$ cat src/rtl/pem_cfg.svh
// Constants of the performance event monitor: register numbers, fields, resets, vectors.
`ifndef PEM_CFG_SVH
`define PEM_CFG_SVH

// Special register numbers.
`define PEM_SPR_CTRL0 10'h3b8
`define PEM_SPR_CNT1 10'h3b9
`define PEM_SPR_CNT2 10'h3ba
`define PEM_SPR_SIA 10'h3bb
`define PEM_SPR_CTRL1 10'h3bc
`define PEM_SPR_CNT3 10'h3bd
`define PEM_SPR_CNT4 10'h3be
`define PEM_SPR_SDA 10'h3bf

// Control register 0 fields (bit 0 is the least significant bit).
`define PEM_C0_ARM 26
`define PEM_C0_FREEZE 25
`define PEM_C0_TB_SEL_HI 24
`define PEM_C0_TB_SEL_LO 23
`define PEM_C0_TB_IRQ_EN 22
`define PEM_C0_CTR_IRQ_EN 15
`define PEM_C0_SEL1_HI 12
`define PEM_C0_SEL1_LO 6
`define PEM_C0_SEL2_HI 5
`define PEM_C0_SEL2_LO 0

// Control register 1 fields.
`define PEM_C1_SEL3_HI 31
`define PEM_C1_SEL3_LO 27
`define PEM_C1_SEL4_HI 26
`define PEM_C1_SEL4_LO 22

// Time base lower word bits watched for a rising edge, per select value 0..3.
`define PEM_TB_BIT0 16
`define PEM_TB_BIT1 12
`define PEM_TB_BIT2 8
`define PEM_TB_BIT3 0

// Event select codes with fixed meaning.
`define PEM_EV_HOLD 7'h00
`define PEM_EV_CYCLE 7'h01
`define PEM_EV_TB 7'h03

// Reset values.
`define PEM_RST_WORD 32'h0000_0000

// Exception vector offset of the monitor interrupt.
`define PEM_VEC_MON 20'h00f00

`endif

$ cat src/rtl/pem_pkg.sv
// Types shared by the performance event monitor.
`default_nettype none
package pem_pkg;
  typedef logic [31:0] pem_word_t;
  typedef enum logic [1:0] {
    PEM_SRC_NONE = 2'b00,
    PEM_SRC_EXT = 2'b01,
    PEM_SRC_MON = 2'b10,
    PEM_SRC_DEC = 2'b11
  } pem_src_e;
endpackage
`default_nettype wire

$ cat src/rtl/pem_counter.sv
// One event counter with software load and multi-event increment.
`default_nettype none
module pem_counter #(
  parameter int W = 32,
  parameter int IW = 3
) (
  input wire logic clk_sys,
  input wire logic srst,
  input wire logic load,
  input wire logic [W-1:0] load_val,
  input wire logic cnt_en,
  input wire logic [IW-1:0] inc,
  output logic [W-1:0] value,
  output logic negative
);
  logic [W-1:0] value_q;

  // A load in the same cycle as an increment wins; the sum wraps naturally.
  always_ff @(posedge clk_sys) begin
    if (srst) begin
      value_q <= '0;
    end else if (load) begin
      value_q <= load_val;
    end else if (cnt_en) begin
      value_q <= value_q + W'(inc);
    end
  end

  assign value = value_q;
  assign negative = value_q[W-1];
endmodule
`default_nettype wire

$ cat src/rtl/pem_monitor.sv
// Performance event monitor: counters, control, sampling and interrupt request.
`default_nettype none
`include "pem_cfg.svh"

// Functional notes
// - Four independent 32-bit counters each count occurrences of their selected event.
// - A counter is negative whenever its top bit is one.
// - Negative counter interrupts only with counter enable and arm bits both set.
// - Interrupt condition with external enable clear waits until that enable is set.
// - A rising edge of the selected time base bit can also interrupt.
// - Threshold event interrupt captures the exact responsible instruction and data address.
// - Other events capture last completed instruction address and current operand address.
// - Interrupt clears the arm bit and freezes samples until software rearms.
// - With freeze-on-interrupt set, counters stop when a counter interrupt occurs.
// - Counters are read and written at register numbers 953, 954, 957, 958.
// - The monitor interrupt vectors to offset 0x00F00.
// - Monitor interrupt ranks below external and above decrementer interrupts.
// - Events for counters one and two come from control register 0 bits 19-31.
// - Counting runs from reset; only a counter interrupt with freeze-on-interrupt set stops it, until a control 0 write.
// - All registers supervisor only: controls 952, 956, samples 955, 959.
// - Counter one code 0 holds the count, code 1 counts every cycle.
// - Counter two event comes from control register 0 bits 26-31.
module pem_monitor #(
  parameter int NUM_EVT = 32,
  parameter int EW = 3,
  parameter logic [31:0] THRESH_MASK = 32'h0180_0600,
  parameter logic [19:0] EXT_VEC = 20'h00000,
  parameter logic [19:0] DEC_VEC = 20'h00000
) (
  input wire logic clk_sys,
  input wire logic srst,
  input wire logic [9:0] spr_num,
  input wire logic spr_wr,
  input wire logic spr_rd,
  input wire logic [31:0] spr_wdata,
  input wire logic spr_supervisor,
  output logic [31:0] spr_rdata,
  output logic spr_rvalid,
  output logic spr_fault,
  input wire logic [NUM_EVT*EW-1:0] evt_count,
  input wire logic [31:0] tb_lower,
  input wire logic [31:0] thr_iaddr,
  input wire logic [31:0] thr_daddr,
  input wire logic [31:0] cmpl_iaddr,
  input wire logic [31:0] opnd_daddr,
  input wire logic external_irq_enable_bit,
  input wire logic ext_irq_req,
  input wire logic dec_irq_req,
  input wire logic exc_ack,
  output logic exc_req,
  output pem_pkg::pem_src_e exc_src,
  output logic [19:0] exc_vector,
  output logic monitor_interrupt_pending
);

  // ****************************************************************
  // Decoding helpers
  // ****************************************************************

  // Map a register number to a counter index; 3'd4 means not a counter.
  function automatic logic [2:0] cnt_index(input logic [9:0] num);
    case (num)
      `PEM_SPR_CNT1: cnt_index = 3'h0;
      `PEM_SPR_CNT2: cnt_index = 3'h1;
      `PEM_SPR_CNT3: cnt_index = 3'h2;
      `PEM_SPR_CNT4: cnt_index = 3'h3;
      default: cnt_index = 3'h4;
    endcase
  endfunction

  function automatic logic is_mapped(input logic [9:0] num);
    is_mapped = (num >= `PEM_SPR_CTRL0) && (num <= `PEM_SPR_SDA);
  endfunction

  // Occurrences of the selected event in this cycle.
  function automatic logic [EW-1:0] pick_count(input logic [6:0] code,
                                                input logic [NUM_EVT*EW-1:0] ev,
                                                input logic tb_rise);
    logic [EW-1:0] res;
    res = '0;
    case (code)
      `PEM_EV_HOLD: res = '0;
      `PEM_EV_CYCLE: res = EW'(1);
      `PEM_EV_TB: res = EW'(tb_rise);
      default: begin
        if (int'(code) < NUM_EVT) begin
          res = ev[int'(code)*EW +: EW];
        end
      end
    endcase
    pick_count = res;
  endfunction

  function automatic logic is_thresh(input logic [6:0] code);
    is_thresh = (int'(code) < NUM_EVT) && (int'(code) < 32) && THRESH_MASK[code[4:0]];
  endfunction

  // ****************************************************************
  // Register access
  // ****************************************************************

  logic acc_ok;
  logic acc_any;
  logic wr_ctrl0;
  logic wr_ctrl1;
  logic [2:0] wr_idx;
  logic [31:0] ctrl0_q;
  logic [31:0] ctrl1_q;
  logic [31:0] sia_q;
  logic [31:0] sda_q;
  logic [31:0] rdata_q;
  logic rvalid_q;
  logic fault_q;

  assign acc_any = spr_wr | spr_rd;
  // Register moves from user state are refused and flagged.
  assign acc_ok = spr_supervisor & is_mapped(spr_num);
  assign wr_ctrl0 = spr_wr & acc_ok & (spr_num == `PEM_SPR_CTRL0);
  assign wr_ctrl1 = spr_wr & acc_ok & (spr_num == `PEM_SPR_CTRL1);
  assign wr_idx = (spr_wr & acc_ok) ? cnt_index(spr_num) : 3'h4;

  // ****************************************************************
  // Time base edge
  // ****************************************************************

  logic [1:0] tb_sel;
  logic tb_bit;
  logic tb_bit_q;
  logic tb_rise;

  assign tb_sel = ctrl0_q[`PEM_C0_TB_SEL_HI:`PEM_C0_TB_SEL_LO];

  always_comb begin
    case (tb_sel)
      2'h0: tb_bit = tb_lower[`PEM_TB_BIT0];
      2'h1: tb_bit = tb_lower[`PEM_TB_BIT1];
      2'h2: tb_bit = tb_lower[`PEM_TB_BIT2];
      default: tb_bit = tb_lower[`PEM_TB_BIT3];
    endcase
  end

  always_ff @(posedge clk_sys) begin
    if (srst) begin
      tb_bit_q <= 1'b0;
    end else begin
      tb_bit_q <= tb_bit;
    end
  end

  assign tb_rise = tb_bit & ~tb_bit_q;

  // ****************************************************************
  // Counters
  // ****************************************************************

  logic [6:0] sel [4];
  logic [31:0] cnt_val [4];
  logic [3:0] cnt_neg;
  logic [3:0] cnt_neg_q;
  logic [3:0] thr_q;
  logic frozen_q;
  logic cnt_run;

  // Counter one takes seven select bits, counter two six.
  assign sel[0] = ctrl0_q[`PEM_C0_SEL1_HI:`PEM_C0_SEL1_LO];
  assign sel[1] = {1'b0, ctrl0_q[`PEM_C0_SEL2_HI:`PEM_C0_SEL2_LO]};
  assign sel[2] = {2'b00, ctrl1_q[`PEM_C1_SEL3_HI:`PEM_C1_SEL3_LO]};
  assign sel[3] = {2'b00, ctrl1_q[`PEM_C1_SEL4_HI:`PEM_C1_SEL4_LO]};

  assign cnt_run = ~frozen_q;

  generate
    for (genvar i = 0; i < 4; i++) begin : g_cnt
      // Hold and every-cycle codes are decoded in pick_count.
      pem_counter #(
        .W(32),
        .IW(EW)
      ) u_cnt (
        .clk_sys(clk_sys),
        .srst(srst),
        .load(wr_idx == 3'(i)),
        .load_val(spr_wdata),
        .cnt_en(cnt_run),
        .inc(pick_count(sel[i], evt_count, tb_rise)),
        .value(cnt_val[i]),
        .negative(cnt_neg[i])
      );

      // Remember whether the last counted event was a threshold event.
      always_ff @(posedge clk_sys) begin
        if (srst) begin
          thr_q[i] <= 1'b0;
        end else if (cnt_run && (pick_count(sel[i], evt_count, tb_rise) != '0)) begin
          thr_q[i] <= is_thresh(sel[i]);
        end
      end
    end
  endgenerate

  always_ff @(posedge clk_sys) begin
    if (srst) begin
      cnt_neg_q <= 4'h0;
    end else begin
      cnt_neg_q <= cnt_neg;
    end
  end

  // ****************************************************************
  // Interrupt condition
  // ****************************************************************

  logic arm;
  logic ctr_irq;
  logic tb_irq;
  logic mon_fire;
  logic thr_fire;

  assign arm = ctrl0_q[`PEM_C0_ARM];
  // Counter interrupt needs both enables; a negative load may fire at once.
  assign ctr_irq = (|cnt_neg) & ctrl0_q[`PEM_C0_CTR_IRQ_EN] & arm;
  assign tb_irq = tb_rise & ctrl0_q[`PEM_C0_TB_IRQ_EN] & arm;
  assign mon_fire = ctr_irq | tb_irq;
  assign thr_fire = ctr_irq & (|(cnt_neg & ~cnt_neg_q & thr_q));

  // Software owns control 0; hardware only drops the arm bit on firing.
  // A same-cycle write wins so that a rearm is never lost.
  always_ff @(posedge clk_sys) begin
    if (srst) begin
      ctrl0_q <= `PEM_RST_WORD;
    end else if (wr_ctrl0) begin
      ctrl0_q <= spr_wdata;
    end else if (mon_fire) begin
      ctrl0_q[`PEM_C0_ARM] <= 1'b0;
    end
  end

  always_ff @(posedge clk_sys) begin
    if (srst) begin
      ctrl1_q <= `PEM_RST_WORD;
    end else if (wr_ctrl1) begin
      ctrl1_q <= spr_wdata;
    end
  end

  // Freeze ends only with a new control 0 value.
  always_ff @(posedge clk_sys) begin
    if (srst) begin
      frozen_q <= 1'b0;
    end else if (ctr_irq && ctrl0_q[`PEM_C0_FREEZE]) begin
      frozen_q <= 1'b1;
    end else if (wr_ctrl0) begin
      frozen_q <= 1'b0;
    end
  end

  // ****************************************************************
  // Address sampling
  // ****************************************************************

  logic [31:0] thr_iaddr_q;
  logic [31:0] thr_daddr_q;
  logic [31:0] cmpl_iaddr_q;
  logic [31:0] opnd_daddr_q;

  // The counter turns negative one cycle after its event, so the addresses of
  // that event are held one cycle to line up with the firing.
  always_ff @(posedge clk_sys) begin
    if (srst) begin
      thr_iaddr_q <= `PEM_RST_WORD;
      thr_daddr_q <= `PEM_RST_WORD;
      cmpl_iaddr_q <= `PEM_RST_WORD;
      opnd_daddr_q <= `PEM_RST_WORD;
    end else begin
      thr_iaddr_q <= thr_iaddr;
      thr_daddr_q <= thr_daddr;
      cmpl_iaddr_q <= cmpl_iaddr;
      opnd_daddr_q <= opnd_daddr;
    end
  end

  // Samples move only on firing, which itself needs the arm bit.
  always_ff @(posedge clk_sys) begin
    if (srst) begin
      sia_q <= `PEM_RST_WORD;
      sda_q <= `PEM_RST_WORD;
    end else if (mon_fire) begin
      if (thr_fire) begin
        sia_q <= thr_iaddr_q;
        sda_q <= thr_daddr_q;
      end else begin
        sia_q <= cmpl_iaddr_q;
        sda_q <= opnd_daddr_q;
      end
    end
  end

  // ****************************************************************
  // Pending request and exception arbitration
  // ****************************************************************

  logic pend_q;
  logic mon_taken;
  logic exc_req_q;
  pem_pkg::pem_src_e exc_src_q;
  logic [19:0] exc_vec_q;

  assign mon_taken = exc_ack & exc_req_q & (exc_src_q == pem_pkg::PEM_SRC_MON);

  // A new firing in the cycle of the acknowledge keeps the request set.
  always_ff @(posedge clk_sys) begin
    if (srst) begin
      pend_q <= 1'b0;
    end else if (mon_fire) begin
      pend_q <= 1'b1;
    end else if (mon_taken) begin
      pend_q <= 1'b0;
    end
  end

  // The offered source is held until acknowledged so the taker sees a stable
  // vector; a higher source arriving meanwhile is offered next.
  always_ff @(posedge clk_sys) begin
    if (srst) begin
      exc_req_q <= 1'b0;
      exc_src_q <= pem_pkg::PEM_SRC_NONE;
      exc_vec_q <= 20'h00000;
    end else if (!exc_req_q || exc_ack) begin
      exc_req_q <= 1'b0;
      exc_src_q <= pem_pkg::PEM_SRC_NONE;
      exc_vec_q <= 20'h00000;
      // Requests wait here while the external enable is clear.
      if (external_irq_enable_bit) begin
        if (ext_irq_req) begin
          exc_req_q <= 1'b1;
          exc_src_q <= pem_pkg::PEM_SRC_EXT;
          exc_vec_q <= EXT_VEC;
        end else if (pend_q && !mon_taken) begin
          exc_req_q <= 1'b1;
          exc_src_q <= pem_pkg::PEM_SRC_MON;
          exc_vec_q <= `PEM_VEC_MON;
        end else if (dec_irq_req) begin
          exc_req_q <= 1'b1;
          exc_src_q <= pem_pkg::PEM_SRC_DEC;
          exc_vec_q <= DEC_VEC;
        end
      end
    end
  end

  assign exc_req = exc_req_q;
  assign exc_src = exc_src_q;
  assign exc_vector = exc_vec_q;
  assign monitor_interrupt_pending = pend_q;

  // ****************************************************************
  // Read path
  // ****************************************************************

  logic [31:0] rd_mux;

  always_comb begin
    case (spr_num)
      `PEM_SPR_CTRL0: rd_mux = ctrl0_q;
      `PEM_SPR_CTRL1: rd_mux = ctrl1_q;
      `PEM_SPR_CNT1: rd_mux = cnt_val[0];
      `PEM_SPR_CNT2: rd_mux = cnt_val[1];
      `PEM_SPR_CNT3: rd_mux = cnt_val[2];
      `PEM_SPR_CNT4: rd_mux = cnt_val[3];
      `PEM_SPR_SIA: rd_mux = sia_q;
      `PEM_SPR_SDA: rd_mux = sda_q;
      default: rd_mux = `PEM_RST_WORD;
    endcase
  end

  always_ff @(posedge clk_sys) begin
    if (srst) begin
      rdata_q <= `PEM_RST_WORD;
      rvalid_q <= 1'b0;
      fault_q <= 1'b0;
    end else begin
      rvalid_q <= spr_rd;
      rdata_q <= (spr_rd && acc_ok) ? rd_mux : `PEM_RST_WORD;
      fault_q <= acc_any & is_mapped(spr_num) & ~spr_supervisor;
    end
  end

  assign spr_rdata = rdata_q;
  assign spr_rvalid = rvalid_q;
  assign spr_fault = fault_q;

endmodule
`default_nettype wire

$ cat config.mk
export PLATFORM = sky130hd
export DESIGN_NAME = pem_monitor
export DESIGN_NICKNAME = d
export VERILOG_FILES = /design/src/rtl/pem_pkg.sv /design/src/rtl/pem_counter.sv /design/src/rtl/pem_monitor.sv
export VERILOG_INCLUDE_DIRS = /design/src /design/src/rtl
export SDC_FILE = /design/constraint.sdc
export NUM_CORES = 1
export LEC_CHECK = 0
export BUFFER_PORTS_ARGS = -buffer_cell sky130_fd_sc_hd__clkbuf_2
export CAP_MARGIN = 20
export CORE_MARGIN = 3
export CORE_UTILIZATION = 58
export CTS_CLUSTER_SIZE = 28
export DETAILED_ROUTE_END_ITERATION = 8
export HOLD_SLACK_MARGIN = 0.08
export PLACE_DENSITY_LB_ADDON = 0.3
export SLEW_MARGIN = 15
export SYNTH_ARGS = -nofsm -noshare
export SYNTH_HDL_FRONTEND = slang
export SYNTH_HIERARCHICAL = 1
export SYNTH_SLANG_ARGS = --single-unit
$ cat constraint.sdc
create_clock -name clk_sys -period 4 [get_ports clk_sys]
set_input_delay 0 -clock clk_sys [delete_from_list [all_inputs] [get_ports clk_sys]]
set_output_delay 0 -clock clk_sys [all_outputs]
set_load 0.01 [all_outputs]
# Word level (Yosys, flattened, before mapping)
# Memory sizes are Yosys's and may differ from the RTL's. A register that Yosys moved wholly into a read port is not among the register bits.
# Index checks and enable logic that the tools add are counted.
# word_totals
ff_bits,452
memories,4
latchBits,0
inputBits,307
out_inout_bits,58
mem_bits_rw,0
wordCells,188
romBits,128
# op_classes
eq_ne,26
shift,4
div,0
n_bitwise,23
mul,4
reduce_logical,31
order_cmp,10
n_addsub,4
mux,55
# mem_list
name,depth,word_bits,rd,rd_ports_with_merged_regs,write_ports,line,rtl
(name not given),32,1,1,1,0,pem_monitor.sv:95,is_thresh = (int'(code) < NUM_EVT) && (int'(code) < 32) && THRESH_MASK[code[4:0]];
(name not given),32,1,1,1,0,pem_monitor.sv:95,
(name not given),32,1,1,1,0,pem_monitor.sv:95,
(name not given),32,1,1,1,0,pem_monitor.sv:95,
# op_table
operator,n
$mux 32,10
$pmux 32 s8,1
$shiftx 96x8->3,2
$add 32x3->32,4
$shiftx 96x10->3,1
$shiftx 96x9->3,1
$eq 10x10->1 const B,8
$mux 5,8
$lt 5x6->1 const B,6
$mux 12,3
$pmux 3 s3,4
$logic_not 7->1,4
$mux 3,9
$and 1x1->1,14
$mul 5x2->7 const B,2
$mux 1,14
$logic_and 1x1->1,12
$pmux 3 s4,1
$reduce_bool 3->1,4
$eq 5x1->1 const B,2
$eq 5x2->1 const B,2
$ge 10x10->1 const B,1
$le 10x10->1 const B,1
$mul 7x2->9 const B,1
other kinds (25),42

# Longest topological paths before layout
# depth
word_depth,8
ltp_mapped,14

# By module
# The synthesis kept the hierarchy.
# by_module_without_submodules
module,n_inst,area_per_inst_um2,seq_area_each_um2,cells_each
pem_monitor,1,15374.7,6185.9,1570
pem_counter,4,2062.0,640.6,260

# Least setup slack after synthesis
# Ideal clock, no wire load.
# synth_timing
path_type,register to register
from,reg ctrl0_q[0]
to,reg g_cnt[1].u_cnt.value_q[20]
slack_ns,0.526
arrival_ns,3.360
n_path_buf,2
period_less_slack_ns,3.474
stages_incl_launch_ff,14
t_required_ns,3.886
setup_ns,0.114
cell_sequence,dfxtp_1 buf_2 buf_2 mux4_2 o22ai_1 nor3_1 a311oi_1 nor2_1 ha_1 fa_1 a21oi_1 nor2_1 and4_1 a2111oi_0
# synth_between
elab_chain_cells,7
# synth_rtl
element,line,rtl
from (decl),pem_monitor.sv:107,logic [31:0] ctrl0_q;
from (signal assigned),pem_monitor.sv:229,ctrl0_q <= `PEM_RST_WORD;
from (signal assigned),pem_monitor.sv:231,ctrl0_q <= spr_wdata;
$mul 6x2->8,pem_monitor.sv:87,res = ev[int'(code)*EW +: EW];
$shiftx 96x9->3,pem_monitor.sv:87,
$mux 3,pem_monitor.sv:86,if (int'(code) < NUM_EVT) begin
$pmux 3 s3 (*),pem_monitor.sv:81,case (code)
$add 32x3->32 (*),pem_counter.sv:25,value_q <= value_q + W'(inc);
$mux 32 (*),pem_counter.sv:24,end else if (cnt_en) begin
$mux 32 (*),pem_counter.sv:22,end else if (load) begin
to (signal assigned),pem_counter.sv:23,value_q <= load_val;
to (signal assigned),pem_counter.sv:25,
to (decl),pem_counter.sv:16,logic [W-1:0] value_q;
# Mark *: on every way between the ends. The rest lies on a longest branch, timed or not. The select of a mux whose other input is x is not followed.
# A chain may end at the register's enable or synchronous reset.

# Final worst setup path
# layout_timing
from,reg ctrl1_q[27]
to,reg g_cnt[2].u_cnt.value_q[19]
# layout_between
elab_chain_cells,7
# layout_rtl
element,line,rtl
from (decl),pem_monitor.sv:108,logic [31:0] ctrl1_q;
from (signal assigned),pem_monitor.sv:239,ctrl1_q <= `PEM_RST_WORD;
from (signal assigned),pem_monitor.sv:241,ctrl1_q <= spr_wdata;
$mul 5x2->7,pem_monitor.sv:87,
$shiftx 96x8->3,pem_monitor.sv:87,
$mux 3,pem_monitor.sv:86,
$pmux 3 s3 (*),pem_monitor.sv:81,
$add 32x3->32 (*),pem_counter.sv:25,
$mux 32 (*),pem_counter.sv:24,
$mux 32 (*),pem_counter.sv:22,
to (signal assigned),pem_counter.sv:23,
to (signal assigned),pem_counter.sv:25,
to (decl),pem_counter.sv:16,
# Marked as above.

==> flow_summary.yaml <==
timing:
  fmax_ghz: 0.2600
  slew_headroom_pct: 15.30
  whs_ns: 0.1354
  period_share_pct: 96.17
  tightest_slew_ns: 1.270
  tns_ns: 0
  hold_viol_final: 0
  skew_ns: 0.03510
  rsz0062_at_grt: "false"
  min_period_ns: 3.847
  setup_viol: 0
  slew_viol_final: 0
status:
  status: "complete, no violations"
global_routing:
  grt_pass1_wl_um: 147200
  grt_max_degree: 129
  overflow: 0
  antenna_found_initial: 4
  grt_pass1_vias: 23830
  grtUsageTotal_pct: 43.87
clock_tree:
  cts_buffers: 44
  clock_path_buffers: 3
  cts_sinks: 437
  h-tree-depth: 2
  cts.reportedPaths.clkPinSlew_ns: 0.06
  cts_tree: "yes"
  root_buffer: "clkbuf_16"
  clock_latency_ns: 0.61
power_and_ir_drop:
  power_uw: 9560
  internal_power_uw: 7181
  p_leak_uw: 0.01091
  peakVddDrop_mv: 0.3784
  power.switching_uw: 2379
  pwr-share-seq_pct: 46.6
  p_comb_share_pct: 7.7
  sw_frac_of_total_pct: 24.88
  clkPwrFrac_pct: 45.7
  power_density_nw_per_um2: 328.5
worst_setup_path:
  crit_required_ns: 4.48
  critPathSlowestCell: "dfxtp_1"
  end_kind: "flop"
  worstPathCellList: "buf_12 -> mux4_2 -> nand2b_1 -> a31oi_1 -> o22ai_1 -> ha_1 -> nand3_1 -> a21o_1 -> buf_4 -> or3_1 -> a311oi_1"
  r2r-start: "ctrl1_q[27]$_SDFFE_PP0N_"
  critPathLaunchType: "flop"
  worstSetupStartpoint: "ctrl1_q[27]$_SDFFE_PP0N_"
  slowest_delay_ns: 0.53
  crit_buf_inv: 2
  path_delay_family: "compound AO/OA/AOI/OAI gates"
  critPathKind: "flop to flop"
  crit_arrival_ns: 4.33
  crit_path_max_fanout: 25
yosys:
  synth.avg_cell_area_um2: 9.051
  yosysWarnings: 6
  synthMuxAreaShare_pct: 12.71
  synth_seq_area_share_pct: 37.03
  synth_edf_count: 0
  synth_compound_area_share_pct: 19.86
  yosys_most_used_dff: "dfxtp_1"
  synthCells: 2610
  syn_area_um2: 23620
  synth_top_family_by_area: "simple AND/OR/NAND/NOR gates"
  synthArstFlopShare_pct: 0
  synth_cell_types: 76
  synthAdderAreaFrac_pct: 1.398
  yosys.area_share.simple_pct: 22.52
  synth_xor_xnor_area_share_pct: 1.186
  synth-seq-cells: 437
placement:
  dpl.hpwl_um: 67150
  dp.cells: 3338
  gp_congestion: 1.043
  port_buffers: 320
layout:
  final-instance-count-excl-fill: 3597
  fin_util_pct: 72.73
  area_growth_pct: 23.18
  nets: 3367
  nFillCells: 2778
  drive_gt1_share_pct: 20.09
  mostFrequentLayoutCell: "dfxtp_1"
  layout_common_cells: "434 x dfxtp_1, 319 x clkbuf_2, 223 x nor2_1"
floorplanning:
  ios: 365
  die_w_um: 207.8
  rows: 73
  coreArea_um2: 40010
  initial_utilization_pct: 59.05
  fp.dieArea_um2: 43190
  die_h_um: 207.8
route:
  vias_per_cell: 6.856
  drt-total-wl_um: 99530
  drt_iter0_drc: 3441
  wl_per_cell_um: 27.67
  drc: 0
  dr_total_vias: 24660
  ant_nets: 0
  first_pass_iters: 7
job:
  cap_viol_max_count: 0
min_path:
  hp-class: "primary input to flop"
  min_from: "spr_num[0]"
[sequential cells by signal (all words and copies together) (netlist names), 2 cells and up, named ones only]
register / cells
cmpl_iaddr_q: 32
cnt_neg_q: 4
ctrl0_q: 32
ctrl1_q: 32
exc_src: 2
g_cnt.u_cnt/value: 128
opnd_daddr_q: 32
sda_q: 32
sia_q: 32
spr_rdata: 32
thr_daddr_q: 32
thr_iaddr_q: 32
thr_q: 4
[path summary, 6_finish.rpt]
| kind | slack [ns] | endpoint | cells after the start |
|---|---|---|---|
| max | 0.15 | g_cnt[2].u_cnt/value[19]$_SDFFE_PP0P_ | 11 |
| min reg2reg | 0.45 | ctrl1_q[12]$_SDFFE_PP0N_ | 2 |
| min | 0.14 | g_cnt[1].u_cnt/value[0]$_SDFFE_PP0P_ | 5 |
| max reg2reg | 0.15 | g_cnt[2].u_cnt/value[19]$_SDFFE_PP0P_ | 11 |
[cells in the mapped netlist (52+ instances only)]
master | instances | share of area (%)
nand2_1 | 201 | 3.2
dfxtp_1 | 437 | 37
mux2i_1 | 144 | 6.1
a211oi_1 | 106 | 3.4
inv_1 | 54 | 0.86
a21oi_1 | 111 | 2.4
mux4_2 | 54 | 5.1
a31oi_1 | 61 | 1.6
a22oi_1 | 80 | 2.5
clkbuf_1 | 140 | 2.2
nor2b_1 | 173 | 4.6
nor2_1 | 224 | 3.6
nand3_1 | 52 | 1.1
[metrics by stage]
stage / area [µm²] / worst slack (ns)
3_5_place_dp: 25780 / 0.1150
5_1_grt: 29100 / 0.02337
3_3_place_gp: 25780 / 0.2228
6_report: 29100 / 0.1531
4_1_cts: 29050 / 0.1026
2_1_floorplan: 23680 / 0.5258
[repair_timing]
action,in CTS,in global routing
hold buffers,177,0
endpoints found under the setup margin,0,19
setup buffers,0,0
hold endpoints to repair,328,0
resized for setup,0,13
[power by group through the flow]
stage	logic, µW	registers [µW]	clock network (µW)
3_3_place_gp	534	4540	0
6_report	735	4450	4370
4_1_cts	682	4440	4320
3_5_place_dp	543	4540	0
2_1_floorplan	243	4530	0
5_1_grt	760	4450	4520
[tightest hold or removal path, cell delays in order]
cell      delay (ns)
clkbuf_2        0.18
nor4b_4         0.07
nor3b_2         0.22
a21oi_1         0.14
nor2_1          0.04
[final cells by class]
type	count	area, µm²	share of cell area [%]
antenna	1	2.502	0.008600
clock buffer	54	1189	4.085
clock inverter	27	307.8	1.058
inverter	54	202.7	0.6966
multi-input combinational	1909	13790	47.38
sequential	437	8755	30.09
tap	525	656.9	2.257
timing repair buffer	590	4198	14.43
[cell families (layout without fill, tap and decap cells)]
| logic type | count (synthesis) | count (layout) |
|---|---|---|
| xor+xnor | 32 | 32 |
| buf+inv | 279 | 725 |
| simple gates | 980 | 980 |
| flops | 437 | 437 |
| compound gates | 643 | 643 |
| mux | 214 | 214 |
| fa+ha+maj | 24 | 24 |
| other cells | 1 | 17 |
[metal layers]
layer	vias to the layer above	GRT usage, %	routed length (µm)
met1	11680	54.10	35250
met4	2	31.53	8749
met2	1885	67.59	43430
met5	-	0	13
met3	444	10.22	12080
li1	10650	-	-
Note: power is estimated with default switching activity, not from simulation.
